<file path="config.mk">
export PLATFORM = sky130hd
export DESIGN_NAME = flash_mode_host
export DESIGN_NICKNAME = d
export VERILOG_FILES = /design/src/hdl/sync_two_flop.v /design/src/hdl/flash_mode_host.v
export VERILOG_INCLUDE_DIRS = /design/src /design/src/hdl
export SDC_FILE = /design/constraint.sdc
export NUM_CORES = 1
export LEC_CHECK = 0
export ABC_AREA = 1
export BUFFER_PORTS_ARGS = -buffer_cell sky130_fd_sc_hd__buf_2
export CAP_MARGIN = 25
export CORE_ASPECT_RATIO = 1.75
export CORE_MARGIN = 2
export CORE_UTILIZATION = 63
export CTS_BUF_LIST = sky130_fd_sc_hd__clkbuf_4
export CTS_CLUSTER_DIAMETER = 50
export DETAILED_ROUTE_END_ITERATION = 8
export GPL_TIMING_DRIVEN = 1
export PLACE_DENSITY_LB_ADDON = 0.08
export SYNTH_ARGS = -nofsm -noshare
export SYNTH_HDL_FRONTEND = slang
export SYNTH_SLANG_ARGS = --single-unit
</file>
<file path="constraint.sdc">
create_clock -name clock -period 5.4 [get_ports clock]
set_input_delay 0.54 -clock clock [delete_from_list [all_inputs] [get_ports clock]]
set_output_delay 0.54 -clock clock [all_outputs]
set_load 0.05 [all_outputs]
</file>
<file path="src/hdl/flash_host_defines.vh">
// constants shared by the flash host controller files
// assumes a 40 MHz clock and a parallel flash reached over its own pins
`ifndef FLASH_HOST_DEFINES_VH
`define FLASH_HOST_DEFINES_VH

// ********************************************************
// clock and timing
// ********************************************************
`define CLK_PERIOD_NS 25
`define ADDRESS_ACCESS_TIME_NS 100
`define RESET_PULSE_MIN_NS 500
`define RESET_RECOVERY_NS 500
`define WRITE_PULSE_NS 50
`define ACCEL_SETTLE_NS 250
`define BUSY_SETTLE_NS 100
// least times round up to whole cycles
`define CEIL_CYC(ns) (((ns) + `CLK_PERIOD_NS - 1) / `CLK_PERIOD_NS)
`define ADDRESS_ACCESS_CYC `CEIL_CYC(`ADDRESS_ACCESS_TIME_NS)
`define RESET_PULSE_CYC `CEIL_CYC(`RESET_PULSE_MIN_NS)
`define RESET_RECOVERY_CYC `CEIL_CYC(`RESET_RECOVERY_NS)
`define WRITE_PULSE_CYC `CEIL_CYC(`WRITE_PULSE_NS)
`define ACCEL_SETTLE_CYC `CEIL_CYC(`ACCEL_SETTLE_NS)
`define BUSY_SETTLE_CYC `CEIL_CYC(`BUSY_SETTLE_NS)
`define SYNC_CYC 2

// ********************************************************
// register map of the controller
// ********************************************************
`define REG_CMD 8'h00
`define REG_ADDR 8'h04
`define REG_WDATA 8'h08
`define REG_RDATA 8'h0C
`define REG_STATUS 8'h10
`define REG_ABORT 8'h14

// command register fields
`define CMD_OP_LSB 0
`define CMD_OP_MSB 2
`define CMD_ACCEL_BIT 3

// operation codes
`define OP_NONE 3'h0
`define OP_READ 3'h1
`define OP_PROGRAM 3'h2
`define OP_ERASE 3'h3
`define OP_AUTOSELECT 3'h4
`define OP_RETURN_READ 3'h5

// status register bits
`define ST_BUSY 0
`define ST_ACCEL 1
`define ST_AUTOSELECT 2
`define ST_RETRIED 3
`define ST_READY 4
`define ST_UNALIGNED 5

// ********************************************************
// flash bus command words
// ********************************************************
`define FL_UNLOCK_ADDR1 22'h000555
`define FL_UNLOCK_ADDR2 22'h0002AA
`define FL_UNLOCK_DATA1 16'h00AA
`define FL_UNLOCK_DATA2 16'h0055
`define FL_PROGRAM_DATA 16'h00A0
`define FL_ERASE_SETUP_DATA 16'h0080
`define FL_SECTOR_ERASE_DATA 16'h0030
`define FL_AUTOSELECT_DATA 16'h0090
`define FL_RETURN_READ_DATA 16'h00F0
`define FL_PAGE_MASK 22'h00000F

`endif

</file>
<file path="src/hdl/sync_two_flop.v">
// two flip-flop synchroniser for pin inputs
// assumes the inputs are asynchronous to clock
`timescale 1ns/10ps
module sync_two_flop #(
  parameter WIDTH = 1
) (
  // clock and reset
  input wire clock,
  input wire srst,
  // asynchronous in, synchronous out
  input wire [WIDTH-1:0] async_in,
  output wire [WIDTH-1:0] sync_out
);

  reg [WIDTH-1:0] first_reg;
  reg [WIDTH-1:0] second_reg;

  // first stage only feeds the second
  always @(posedge clock) begin
    if (srst) begin
      first_reg <= {WIDTH{1'b0}};
      second_reg <= {WIDTH{1'b0}};
    end else begin
      first_reg <= async_in;
      second_reg <= first_reg;
    end
  end

  assign sync_out = second_reg;

endmodule // sync_two_flop

</file>
<file path="src/hdl/flash_mode_host.v">
// host controller driving a parallel flash through its pins
// assumes a register port from software and the flash on the pins below
`timescale 1ns/10ps
`include "flash_host_defines.vh"
module flash_mode_host (
  // clock and reset
  input wire clock,
  input wire srst,
  // software register port
  input wire [7:0] reg_addr,
  input wire [31:0] reg_wdata,
  input wire reg_write,
  input wire reg_read,
  output reg [31:0] reg_rdata,
  // flash control pins
  output reg flash_ce_n,
  output reg flash_oe_n,
  output reg flash_we_n,
  output reg flash_reset_n,
  output reg accel_high_voltage,
  output reg [21:0] flash_addr,
  // flash data pins, split into in, out and enable
  input wire [15:0] flash_dq_in,
  output reg [15:0] flash_dq_out,
  output reg flash_dq_oe,
  // flash ready/busy pin, low while busy
  input wire flash_ready
);

  // ********************************************************
  // states and synchronised pins
  // ********************************************************
  localparam [8:0] S_IDLE = 9'h001;
  localparam [8:0] S_HV_UP = 9'h002;
  localparam [8:0] S_WR_LOW = 9'h004;
  localparam [8:0] S_WR_HIGH = 9'h008;
  localparam [8:0] S_RD_WAIT = 9'h010;
  localparam [8:0] S_POLL = 9'h020;
  localparam [8:0] S_HV_DOWN = 9'h040;
  localparam [8:0] S_RST_LOW = 9'h080;
  localparam [8:0] S_RST_REC = 9'h100;

  localparam [31:0] ACC_FULL = `ADDRESS_ACCESS_CYC + `SYNC_CYC;
  localparam [31:0] RST_FULL = `RESET_PULSE_CYC;
  localparam [31:0] REC_FULL = `RESET_RECOVERY_CYC;
  localparam [31:0] WE_FULL = `WRITE_PULSE_CYC;
  localparam [31:0] HV_FULL = `ACCEL_SETTLE_CYC;
  localparam [31:0] BUSY_FULL = `BUSY_SETTLE_CYC + `SYNC_CYC;
  // wait counts cut to the 12-bit cycle counter on purpose
  localparam [11:0] ACC_WAIT = ACC_FULL[11:0];
  localparam [11:0] RST_WAIT = RST_FULL[11:0];
  localparam [11:0] REC_WAIT = REC_FULL[11:0];
  localparam [11:0] WE_WAIT = WE_FULL[11:0];
  localparam [11:0] HV_WAIT = HV_FULL[11:0];
  localparam [11:0] BUSY_WAIT = BUSY_FULL[11:0];

  wire [16:0] pins_sync;
  wire [15:0] dq_sync;
  wire ready_sync;

  // every pin input passes two flops
  sync_two_flop #(.WIDTH(17)) u_sync (
    .clock(clock),
    .srst(srst),
    .async_in({flash_ready, flash_dq_in}),
    .sync_out(pins_sync)
  );
  assign dq_sync = pins_sync[15:0];
  assign ready_sync = pins_sync[16];

  // ********************************************************
  // command sequences
  // ********************************************************
  // number of write cycles an operation needs
  function [2:0] seq_len;
    input [2:0] op;
    input accel;
    begin
      case (op)
        `OP_PROGRAM: seq_len = accel ? 3'd2 : 3'd4;
        `OP_ERASE: seq_len = 3'd6;
        `OP_AUTOSELECT: seq_len = 3'd3;
        `OP_RETURN_READ: seq_len = 3'd1;
        default: seq_len = 3'd0;
      endcase
    end
  endfunction

  // address and data of one write cycle
  function [37:0] seq_word;
    input [2:0] op;
    input accel;
    input [2:0] step;
    input [21:0] target;
    input [15:0] wdata;
    begin
      seq_word = {`FL_UNLOCK_ADDR1, `FL_RETURN_READ_DATA};
      if (op == `OP_PROGRAM && accel) begin
        // bypass sequence: program word then data
        if (step == 3'd0) begin
          seq_word = {`FL_UNLOCK_ADDR1, `FL_PROGRAM_DATA};
        end else begin
          seq_word = {target, wdata};
        end
      end else if (op != `OP_RETURN_READ) begin
        case (step)
          3'd0: seq_word = {`FL_UNLOCK_ADDR1, `FL_UNLOCK_DATA1};
          3'd1: seq_word = {`FL_UNLOCK_ADDR2, `FL_UNLOCK_DATA2};
          3'd2: begin
            if (op == `OP_PROGRAM) begin
              seq_word = {`FL_UNLOCK_ADDR1, `FL_PROGRAM_DATA};
            end else if (op == `OP_ERASE) begin
              seq_word = {`FL_UNLOCK_ADDR1, `FL_ERASE_SETUP_DATA};
            end else begin
              seq_word = {`FL_UNLOCK_ADDR1, `FL_AUTOSELECT_DATA};
            end
          end
          3'd3: begin
            if (op == `OP_PROGRAM) begin
              seq_word = {target, wdata};
            end else begin
              seq_word = {`FL_UNLOCK_ADDR1, `FL_UNLOCK_DATA1};
            end
          end
          3'd4: seq_word = {`FL_UNLOCK_ADDR2, `FL_UNLOCK_DATA2};
          default: seq_word = {target, `FL_SECTOR_ERASE_DATA};
        endcase
      end
    end
  endfunction

  // ********************************************************
  // controller state
  // ********************************************************
  reg [8:0] state_reg;
  reg [11:0] count_reg;
  reg [2:0] step_reg;
  reg [2:0] op_reg;
  reg accel_reg;
  reg [21:0] target_reg;
  reg [15:0] wdata_reg;
  reg [15:0] rdata_reg;
  reg autoselect_reg;
  reg retry_reg;
  reg retried_reg;
  reg unaligned_reg;

  wire cmd_write = reg_write && reg_addr == `REG_CMD;
  wire abort_write = reg_write && reg_addr == `REG_ABORT;
  wire [2:0] cmd_op = reg_wdata[`CMD_OP_MSB:`CMD_OP_LSB];
  wire cmd_accel = reg_wdata[`CMD_ACCEL_BIT] && cmd_op == `OP_PROGRAM;
  wire [2:0] cur_len = seq_len(op_reg, accel_reg);
  wire [37:0] cur_word = seq_word(op_reg, accel_reg, step_reg, target_reg, wdata_reg);
  wire busy = state_reg != S_IDLE;
  wire long_op = op_reg == `OP_PROGRAM || op_reg == `OP_ERASE;

  // sequencer driving the flash pins
  always @(posedge clock) begin
    if (srst) begin
      state_reg <= S_IDLE;
      count_reg <= 12'h000;
      step_reg <= 3'h0;
      op_reg <= `OP_NONE;
      accel_reg <= 1'b0;
      target_reg <= 22'h000000;
      wdata_reg <= 16'h0000;
      rdata_reg <= 16'h0000;
      autoselect_reg <= 1'b0;
      retry_reg <= 1'b0;
      retried_reg <= 1'b0;
      unaligned_reg <= 1'b0;
      flash_ce_n <= 1'b1;
      flash_oe_n <= 1'b1;
      flash_we_n <= 1'b1;
      flash_reset_n <= 1'b1;
      accel_high_voltage <= 1'b0;
      flash_addr <= 22'h000000;
      flash_dq_out <= 16'h0000;
      flash_dq_oe <= 1'b0;
    end else begin
      // operands are taken while idle
      if (!busy && reg_write && reg_addr == `REG_ADDR) begin
        target_reg <= reg_wdata[21:0];
      end
      if (!busy && reg_write && reg_addr == `REG_WDATA) begin
        wdata_reg <= reg_wdata[15:0];
      end
      if (abort_write) begin
        // reset pulse cuts any operation short
        retry_reg <= busy && long_op && state_reg != S_RST_LOW && state_reg != S_RST_REC;
        accel_high_voltage <= 1'b0;
        flash_reset_n <= 1'b0;
        flash_ce_n <= 1'b1;
        flash_oe_n <= 1'b1;
        flash_we_n <= 1'b1;
        flash_dq_oe <= 1'b0;
        count_reg <= 12'h000;
        state_reg <= S_RST_LOW;
      end else begin
        case (state_reg)
          S_IDLE: begin
            count_reg <= 12'h000;
            step_reg <= 3'h0;
            if (cmd_write && cmd_op != `OP_NONE && cmd_op <= `OP_RETURN_READ) begin
              op_reg <= cmd_op;
              accel_reg <= cmd_accel;
              retried_reg <= 1'b0;
              if (cmd_op == `OP_PROGRAM) begin
                // flag a program that starts inside a page
                unaligned_reg <= (target_reg & `FL_PAGE_MASK) != 22'h000000;
              end
              if (cmd_accel) begin
                accel_high_voltage <= 1'b1;
                state_reg <= S_HV_UP;
              end else if (cmd_op == `OP_READ) begin
                flash_addr <= target_reg;
                flash_ce_n <= 1'b0;
                flash_oe_n <= 1'b0;
                state_reg <= S_RD_WAIT;
              end else begin
                state_reg <= S_WR_LOW;
              end
            end
          end
          S_HV_UP: begin
            // let the high voltage settle before the first write
            count_reg <= count_reg + 12'h001;
            if (count_reg == HV_WAIT - 12'h001) begin
              count_reg <= 12'h000;
              state_reg <= S_WR_LOW;
            end
          end
          S_WR_LOW: begin
            // drive data only while output enable is high
            flash_oe_n <= 1'b1;
            flash_dq_oe <= 1'b1;
            flash_ce_n <= 1'b0;
            flash_we_n <= 1'b0;
            flash_addr <= cur_word[37:16];
            flash_dq_out <= cur_word[15:0];
            count_reg <= count_reg + 12'h001;
            if (count_reg == WE_WAIT) begin
              count_reg <= 12'h000;
              flash_we_n <= 1'b1;
              state_reg <= S_WR_HIGH;
            end
          end
          S_WR_HIGH: begin
            count_reg <= count_reg + 12'h001;
            if (count_reg == WE_WAIT - 12'h001) begin
              count_reg <= 12'h000;
              flash_dq_oe <= 1'b0;
              if (step_reg != cur_len - 3'd1) begin
                step_reg <= step_reg + 3'd1;
                state_reg <= S_WR_LOW;
              end else begin
                flash_ce_n <= 1'b1;
                if (op_reg == `OP_AUTOSELECT) begin
                  autoselect_reg <= 1'b1;
                  state_reg <= S_IDLE;
                end else if (op_reg == `OP_RETURN_READ) begin
                  autoselect_reg <= 1'b0;
                  state_reg <= S_IDLE;
                end else begin
                  state_reg <= S_POLL;
                end
              end
            end
          end
          S_RD_WAIT: begin
            // full access time every read, then sample the synced bus
            count_reg <= count_reg + 12'h001;
            if (count_reg == ACC_WAIT) begin
              if (autoselect_reg) begin
                rdata_reg <= {8'h00, dq_sync[7:0]};
              end else begin
                rdata_reg <= dq_sync;
              end
              flash_ce_n <= 1'b1;
              flash_oe_n <= 1'b1;
              count_reg <= 12'h000;
              state_reg <= S_IDLE;
            end
          end
          S_POLL: begin
            // deselected device keeps working; wait for ready
            if (count_reg != BUSY_WAIT) begin
              count_reg <= count_reg + 12'h001;
            end else if (ready_sync) begin
              count_reg <= 12'h000;
              if (accel_reg) begin
                accel_high_voltage <= 1'b0;
                state_reg <= S_HV_DOWN;
              end else begin
                state_reg <= S_IDLE;
              end
            end
          end
          S_HV_DOWN: begin
            // device falls back to normal mode as the voltage goes
            count_reg <= count_reg + 12'h001;
            if (count_reg == HV_WAIT - 12'h001) begin
              count_reg <= 12'h000;
              accel_reg <= 1'b0;
              state_reg <= S_IDLE;
            end
          end
          S_RST_LOW: begin
            count_reg <= count_reg + 12'h001;
            if (count_reg == RST_WAIT - 12'h001) begin
              count_reg <= 12'h000;
              flash_reset_n <= 1'b1;
              autoselect_reg <= 1'b0;
              state_reg <= S_RST_REC;
            end
          end
          S_RST_REC: begin
            count_reg <= count_reg + 12'h001;
            if (count_reg == REC_WAIT - 12'h001) begin
              count_reg <= 12'h000;
              step_reg <= 3'h0;
              if (retry_reg) begin
                // reissue the interrupted program or erase
                retry_reg <= 1'b0;
                retried_reg <= 1'b1;
                if (accel_reg) begin
                  accel_high_voltage <= 1'b1;
                  state_reg <= S_HV_UP;
                end else begin
                  state_reg <= S_WR_LOW;
                end
              end else begin
                accel_reg <= 1'b0;
                state_reg <= S_IDLE;
              end
            end
          end
          default: begin
            state_reg <= S_IDLE;
          end
        endcase
      end
    end
  end

  // ********************************************************
  // register read port
  // ********************************************************
  // read data stand the cycle after the strobe
  always @(posedge clock) begin
    if (srst) begin
      reg_rdata <= 32'h00000000;
    end else if (reg_read) begin
      case (reg_addr)
        `REG_CMD: reg_rdata <= {28'h0000000, accel_reg, op_reg};
        `REG_ADDR: reg_rdata <= {10'h000, target_reg};
        `REG_WDATA: reg_rdata <= {16'h0000, wdata_reg};
        `REG_RDATA: reg_rdata <= {16'h0000, rdata_reg};
        `REG_STATUS: reg_rdata <= {26'h0000000, unaligned_reg, ready_sync, retried_reg,
          autoselect_reg, accel_high_voltage, busy};
        default: reg_rdata <= 32'h00000000;
      endcase
    end else begin
      reg_rdata <= 32'h00000000;
    end
  end

endmodule // flash_mode_host

</file>
Yosys cells after proc, flatten, opt, wreduce, memory -nomap -nowiden
Index checks and enable logic that the tools add are counted.

Add/subtract/negate cells: 3. $lt $le $gt $ge: 1. Equality and inequality tests: 66. Muxes and demuxes: 87. Bitwise logic cells: 2. Reduce and logical (&&, ||, !) cells: 54.

Operators with widths (count): 2-to-1 mux 38 bit (4); case mux 38 bit (4 select lines) (1); case mux 22 bit (5 select lines) (1); 2-to-1 mux 9 bit (11); 2-to-1 mux 12 bit (7); case mux 12 bit (7 select lines) (1); case mux 9 bit (9 select lines) (1); 2-to-1 mux 22 bit (3); case mux 22 bit (2 select lines) (1); inequality test 2 bit, second input constant (18); 2-to-1 mux 1 bit (33); inequality test 3 bit, second input constant (11); 2-to-1 mux 6 bit (4); nonzero test 22 bit (1); AND reduction 10 bit (2); AND reduction 5 bit (4); == test 8 x 4 -> 1 bit, second input constant (2); == test 8 x 5 -> 1 bit, second input constant (2); 2-to-1 mux 16 bit (1); == test 3 x 2 -> 1 bit, second input constant (5); 2-to-1 mux 3 bit (5); 2-to-1 mux 5 bit (3); nonzero test 3 bit (5); nonzero test 2 bit (7); other kinds (50) (80).

Flip-flop bits (word level): 196. Bits of input ports: 61. Output and inout port bits: 76. Word-level logic and storage cells: 237.

Longest topological paths before layout
Gate-level depths: netlist of run 1.

Word-level depth: 8. Gate-level depth with buffers: 16. Gate-level depth less buffers: 16.

By module
A second synthesis of run 1 with hierarchy kept.

Cell total of the unflattened synthesis: 1223. Area, all modules: 8866.0 µm².

Modules (own cells, without submodules): flash_mode_host (times used 1, cells an instance 1117, area an instance 7880.1 µm²); sync_two_flop (times used 1, cells an instance 106, area an instance 985.9 µm²).

Least setup slack after synthesis of run 1
No wires, ideal clock.

Path type: register to register. From: register op_reg[1]. To: register autoselect_reg. Arrival: 2086 ps. Path slack: 3186 ps. Cell stages (with the launch flop): 13. Buffers on the path: 0. Period minus slack after synthesis: 2214 ps. Path through: dfxtp_1 inv_1 ha_1 inv_1 o21ai_0 ha_1 xnor2_1 a21oi_1 nand2_1 o21ai_0 nand3_1 nand2_1 nor2_1.

Word-level cells in the longest chain between the ends: 6. Elaborated cells on any way between the ends: 14. Those cells by class: 1 x add/sub; 7 x eq/ne; 5 x mux; 1 x reduce/logical.

Ends and longest elaborated chain: from (decl) (RTL line flash_mode_host.v:138) `reg [2:0] op_reg;`; from (signal assigned) (RTL line flash_mode_host.v:163) `` op_reg <= `OP_NONE; ``; from (signal assigned) (RTL line flash_mode_host.v:205) `op_reg <= cmd_op;`; == test 3 bit / == test 3 x 2 -> 1 bit (equally long branches) (RTL line flash_mode_host.v:79) `case (op)`; case mux 3 bit (4 select lines) (RTL line flash_mode_host.v:79); subtractor 3 x 1 -> 3 bit (RTL line flash_mode_host.v:253) `if (step_reg != cur_len - 3'd1) begin`; inequality test 3 bit (RTL line flash_mode_host.v:253); inequality test 2 bit (no source line); AND reduction 6 bit (no source line); to (signal assigned) (RTL line flash_mode_host.v:259) `autoselect_reg <= 1'b1;`; to (signal assigned) (RTL line flash_mode_host.v:262) `autoselect_reg <= 1'b0;`; to (signal assigned) (RTL line flash_mode_host.v:313) `autoselect_reg <= 1'b0;`; to (decl) (RTL line flash_mode_host.v:143) `reg autoselect_reg;`.

Several ways; a longest one is shown, not always the timed one. The select of a mux whose other input is x is not followed. A chain may end at the register's enable or synchronous reset.

Worst setup path after layout of run 1
Same ends and word-level chain as after synthesis.

==> results of run 1 <==
[per-layer routing]
metal / global-route usage, % / wire length (um) / up-vias
met3: 5.57 / 1230 / 91
li1: - / - / 4091
met5: 0 / 0 / -
met1: 34.2 / 8670 / 3677
met2: 59.3 / 12000 / 293
met4: 20.2 / 1370 / 0
[how the worst min path moves through the flow]
stage                         startpoint  slack, ns              endpoint  cells after the start
finish                       flash_ready       0.13  u_sync.first_reg[16]                      3
CTS                      flash_dq_in[15]        0.1  u_sync.first_reg[15]                      3
global route             flash_dq_in[11]        0.1  u_sync.first_reg[11]                      3
detailed placement   u_sync.first_reg[9]       0.40    u_sync.sync_out[9]                      2
global placement    u_sync.first_reg[14]       0.39   u_sync.sync_out[14]                      2
floorplan            u_sync.first_reg[0]       0.39    u_sync.sync_out[0]                      2
[worst reg2reg max path, stage by stage (launching register included)]
cell and delay (ns):
dfxtp_1 0.50, inv_1 0.13, ha_1 0.30, inv_1 0.08
o21ai_0 0.10, ha_1 0.32, xnor2_1 0.13, a21oi_1 0.16
nand2_1 0.14, o21ai_0 0.50, nand3_1 0.15, nand2_1 0.12
nor2_1 0.05
[area by class of cell]
class	instances	area, um2	area share [%]
multi-input combinational	789	3890	41.0
sequential	186	3720	39.3
inverter	189	709	7.48
timing repair buffer	122	633	6.67
tap	174	218	2.29
clock inverter	15	186	1.97
clock buffer	17	128	1.35
antenna	1	2.50	0.0264
[kinds of logic after synthesis]
family | share of synthesized area, %
DFF | 43.5
other | 0.0438
and+or+nand+nor | 23.4
xor gates and xnor gates | 0.614
AOI/OAI and AO/OA | 19.2
adders and majority gates | 1.76
buffers and inverters | 11.4
[power groups by stage]
stage	Clock, mW	Sequential, mW	Combinational [mW]
2_1_floorplan	0	1.78	0.720
3_3_place_gp	0	1.58	1.19
3_5_place_dp	0	1.58	1.20
4_1_cts	0.819	1.55	1.21
5_1_grt	0.869	1.57	1.33
6_report	0.804	1.55	1.21
[placed cells by master, fill, tap and decap left out, types with 4 or more instances in the layout]
cell type  netlist  routed
clkbuf_4         0      17
a22oi_1          5       5
a21oi_1        136     136
nand2_1        179     179
nor2_1         151     151
conb_1           1      10
ha_1            12      12
o21ai_1          4       4
nand4_1          8       8
buf_2           12     116
clkinv_8         0       4
xor2_1           4       4
inv_2           10      10
a211oi_1        18      18
o21ai_0        115     115
inv_1          176     176
nand3_1         69      69
inv_8            0       5
dfxtp_1        186     186
buf_4           13       5
nor3_1          17      17
o22ai_1         13      13
nor2_4           8       8
nor2_2          10      10
[through the flow]
stage / instances / area [um2] / hold slack, ns / total power, mW / setup slack (ns)
5_1_grt: 1493 / 9490 / 0.0975 / 3.77 / 2.33
3_5_place_dp: 1459 / 9160 / 0.395 / 2.78 / 2.44
4_1_cts: 1491 / 9470 / 0.0997 / 3.58 / 2.63
2_1_floorplan: 1216 / 8590 / 0.388 / 2.50 / 3.19
6_report: 1493 / 9490 / 0.133 / 3.57 / 2.60
3_3_place_gp: 1459 / 9160 / 0.389 / 2.77 / 2.56
==> impl_metrics.yaml, run 1 <==
routing:
  routed_wirelength_mm: 23.3
  drc: 0
  viasPerCell: 5.46
  dr.pass1.iters: 7
  vias: 8152
  drtIter0Drc: 451
  ant_nets: 0
  wl_per_cell_um: 15.6
critical_path:
  slowest_delay_ns: 0.50
  path_cells: "inv_1 > ha_1 > inv_1 > o21ai_0 > ha_1 > xnor2_1 > a21oi_1 > nand2_1 > o21ai_0 > nand3_1 > nand2_1 > nor2_1"
  crit_family: "compound AO/OA/AOI/OAI gates"
  worstSetupPathType: "register to register"
  crit_path_end_kind: "register"
  path_max_fanout: 7
  worstReg2RegEnd: "autoselect_reg"
  cp_slowest_cell: "dfxtp_1"
  r2r_slack_ns: 2.60
  r2r_cells: 12
  path_buf_inv: 2
  cp-start-kind: "register"
  critical_path.startpoint: "op_reg[1]"
  crit_arrival_ns: 3.24
  crit_cells: 12
  endpoint: "autoselect_reg"
  timing.rr.start: "op_reg[1]"
  required_ns: 5.84
die:
  ioPinCount: 137
  dieArea_um2: 14600
  core_um2: 13300
  die_width_um: 92.1
  die_y_um: 158
  rows: 56
  initial_utilization_pct: 64.2
hold_path:
  hp-class: "input pin to register"
sta:
  period_minus_slack_ns: 2.80
  finalSetupViolCount: 0
  worst_slew_pin_slew_ns: 1.02
  clock.fmax_mhz: 357
  fin_crit_sh_pct: 51.9
  hold_viol_final: 0
  tns_ns: 0
  drv_slew: 0
  final.setup_skew_ns: 0.0322
  rsz0062_at_grt: "false"
  relSlewSlack_pct: 31.5
logic_synthesis:
  syn_area_per_cell_um2: 7.09
  synth.most_common_cell: "dfxtp_1"
  post-synth-top-area-cell: "dfxtp_1"
  seq_area_frac_synth_pct: 43.5
  ys_warn_count: 0
  syn_area_um2: 8550
  synthArstFlopShare_pct: 0
  synthFlopType: "dfxtp_1"
  synth_cell_types: 42
  synth_top_area_share_pct: 43.5
  ys_ff_latch: 186
  synthCells: 1207
  synthTopCellsByCount: "dfxtp_1, nand2_1, inv_1, nor2_1, a21oi_1"
  synth_area_leaders: "dfxtp_1, a21oi_1, nand2_1"
  synth_edf_count: 0
clock_network:
  cts_resized: 0
  root_buffer: "clkbuf_4"
  cts_buffers: 17
  post_cts_buffers: 0
  cts_tree: "built"
  clkTransAtPathRegs_ns: 0.19
  h-tree-depth: 4
  clockBufferDepth: 2
  hold_buffers: 0
  clk_latency_ns: 0.59
  cts_sinks: 186
grt:
  grt_pass1_vias: 7735
  overflow: 0
  antenna_found_initial: 1
  grt_pass1_wl_mm: 37.1
  grt_max_degree: 76
  grt_util_all_layers_pct: 32.4
pwr:
  power.share.clock_pct: 22.5
  power.internal_mw: 2.01
  leakage_nw: 4.18
  combPwrFrac_pct: 34.0
  powerDensity_nw_per_um2: 377
  switching_share_pct: 43.7
  pwr-share-seq_pct: 43.5
  switchingPower_mw: 1.56
  ir_worst_vdd_mv: 0.289
flow_run:
  maxCapViolCount: 0
layout:
  layout-drive-gt1-share_pct: 14.6
  n_fill_cell: 1192
  final_nets: 1378
  area_delta_synth_final_pct: 10.9
  final_core_util_pct: 71.3
outcome:
  outcome: "complete, no violations"
placement:
  io_buffers: 116
  post-dp-hpwl_mm: 17.5
  gp_congestion: 1.02
Power figures use the tool's default switching activity.
==> run 2, diff against run 1 <==
CORE_UTILIZATION = 59   (was 63)
clock period = 2.69 ns   (was 5.4 ns; I/O delays follow)
==> impl_metrics.yaml, run 2 (same netlist as run 1, synthesis figures left out) <==
clock_network:
  post_cts_buffers: 0
  clk_latency_ns: 0.59
  cts_tree: "built"
  clockBufferDepth: 2
  h-tree-depth: 4
  cts_sinks: 186
  root_buffer: "clkbuf_4"
  clkTransAtPathRegs_ns: 0.17
  cts_buffers: 17
critical_path:
  cp-start-kind: "register"
  crit_path_end_kind: "register"
  worstSetupPathType: "register to register"
  path_max_fanout: 7
  required_ns: 3.14
  crit_arrival_ns: 2.82
routing:
  routed_wirelength_mm: 24.7
  drc: 0
  vias: 8433
  drtIter0Drc: 431
  dr.pass1.iters: 5
  wl_per_cell_um: 16.0
  viasPerCell: 5.44
  ant_nets: 0
sta:
  period_minus_slack_ns: 2.38
  relSlewSlack_pct: 48.5
  tns_ns: 0
  hold_viol_final: 0
  timing.final.ws_setup_ns: 0.315
  clock.fmax_mhz: 421
  rsz0062_at_grt: "false"
  worst_slew_pin_slew_ns: 0.772
  finalSetupViolCount: 0
  hold_ws_ns: 0.0295
  drv_slew: 0
  final.setup_skew_ns: 0.0412
  fin_crit_sh_pct: 88.3
die:
  die_y_um: 163
  core_um2: 14300
  die_width_um: 95.0
  ioPinCount: 137
  initial_utilization_pct: 59.8
  dieArea_um2: 15500
  rows: 58
placement:
  gp_congestion: 0.978
  post-dp-hpwl_mm: 18.2
  dp_slack_ns: 0.115
  io_buffers: 116
layout:
  final_cell_mix: "dfxtp_1, nand2_1, inv_1, nor2_1, a21oi_1"
  final_common_cell: "dfxtp_1"
  layout-drive-gt1-share_pct: 15.1
  area_delta_synth_final_pct: 16.4
  final_nets: 1428
  n_fill_cell: 1273
outcome:
  outcome: "complete, no violations"
flow_run:
  maxCapViolCount: 0
grt:
  grt_pass1_vias: 8059
  grt_util_all_layers_pct: 32.5
  grt_max_degree: 74
  grt_pass1_wl_mm: 38.9
  overflow: 0
  antenna_found_initial: 1
pwr:
  leakage_nw: 4.40
  power_mw: 7.28
  powerDensity_nw_per_um2: 731
  ir_worst_vdd_mv: 0.543
hold_path:
  hp-class: "input pin to register"
==> run 2: changes by cell type in the layout (fill, tap and decap cells not counted), sizes merged <==
cell | before | now
buf | 122 | 136
inv | 194 | 193
dlygate4sd3 | 0 | 36
clkinvlp | 2 | 3
==> run 2: metal layers <==
metal	track usage [%]	share of wire [%]	vias to the layer above
met1	34.5	37	3839
met5	0	0	-
li1	-	-	4179
met3	4.61	4.6	110
met4	19.8	6.5	0
met2	58.9	52	305
==> run 2: final timing paths <==
kind                                           start                   to  slack [ns]  cells after the start
worst max-delay path                       op_reg[1]       autoselect_reg        0.31                     12
worst min-delay path                    reg_wdata[1]            op_reg[1]        0.03                      3
worst max register to register             op_reg[1]       autoselect_reg        0.31                     12
worst min register to register  u_sync.first_reg[14]  u_sync.sync_out[14]        0.39                      2
==> run 2: layout make-up <==
class	count	area, um2	share of cell area (%)
Timing Repair Buffer	172	1090	11.0
Inverter	189	709	7.13
Sequential cell	186	3720	37.4
Clock inverter	15	185	1.86
Antenna cell	1	2.50	0.0251
Multi-Input combinational cell	789	3890	39.0
Tap cell	180	225	2.26
Clock buffer	17	128	1.28
==> run 2: repair_timing <==
| action | 4_1_cts | 5_1_grt |
|---|---|---|
| resized for setup | 0 | 2 |
| hold buffers | 36 | 0 |
| endpoints found under the hold margin | 45 | 0 |
| endpoints found under the setup margin | 0 | 3 |
==> run 2: where the power goes <==
part	leakage, nW	switching, mW	total, mW	internal, mW
combinational	2.73	1.84	2.52	0.688
clock	0.155	1.16	1.61	0.451
sequential	1.51	0.168	3.14	2.97
==> run 2: per-stage QoR <==
stage / utilization, % / area, um2 / cells
6_report: 69.6 / 9950 / 1549
5_1_grt: 69.6 / 9950 / 1549
4_1_cts: 69.6 / 9950 / 1548
3_5_place_dp: 64.9 / 9280 / 1480
3_3_place_gp: 64.9 / 9280 / 1480
2_1_floorplan: - / 8590 / 1216
==> run 2: critical path: stages, from the launching register on <==
cell	delay, ns
dfxtp_2	0.43
inv_1	0.09
ha_1	0.29
inv_1	0.08
o21ai_0	0.10
ha_1	0.33
xnor2_1	0.12
a21oi_1	0.17
nand2_1	0.13
o21ai_1	0.26
nand3_1	0.12
nand2_1	0.09
nor2_1	0.04
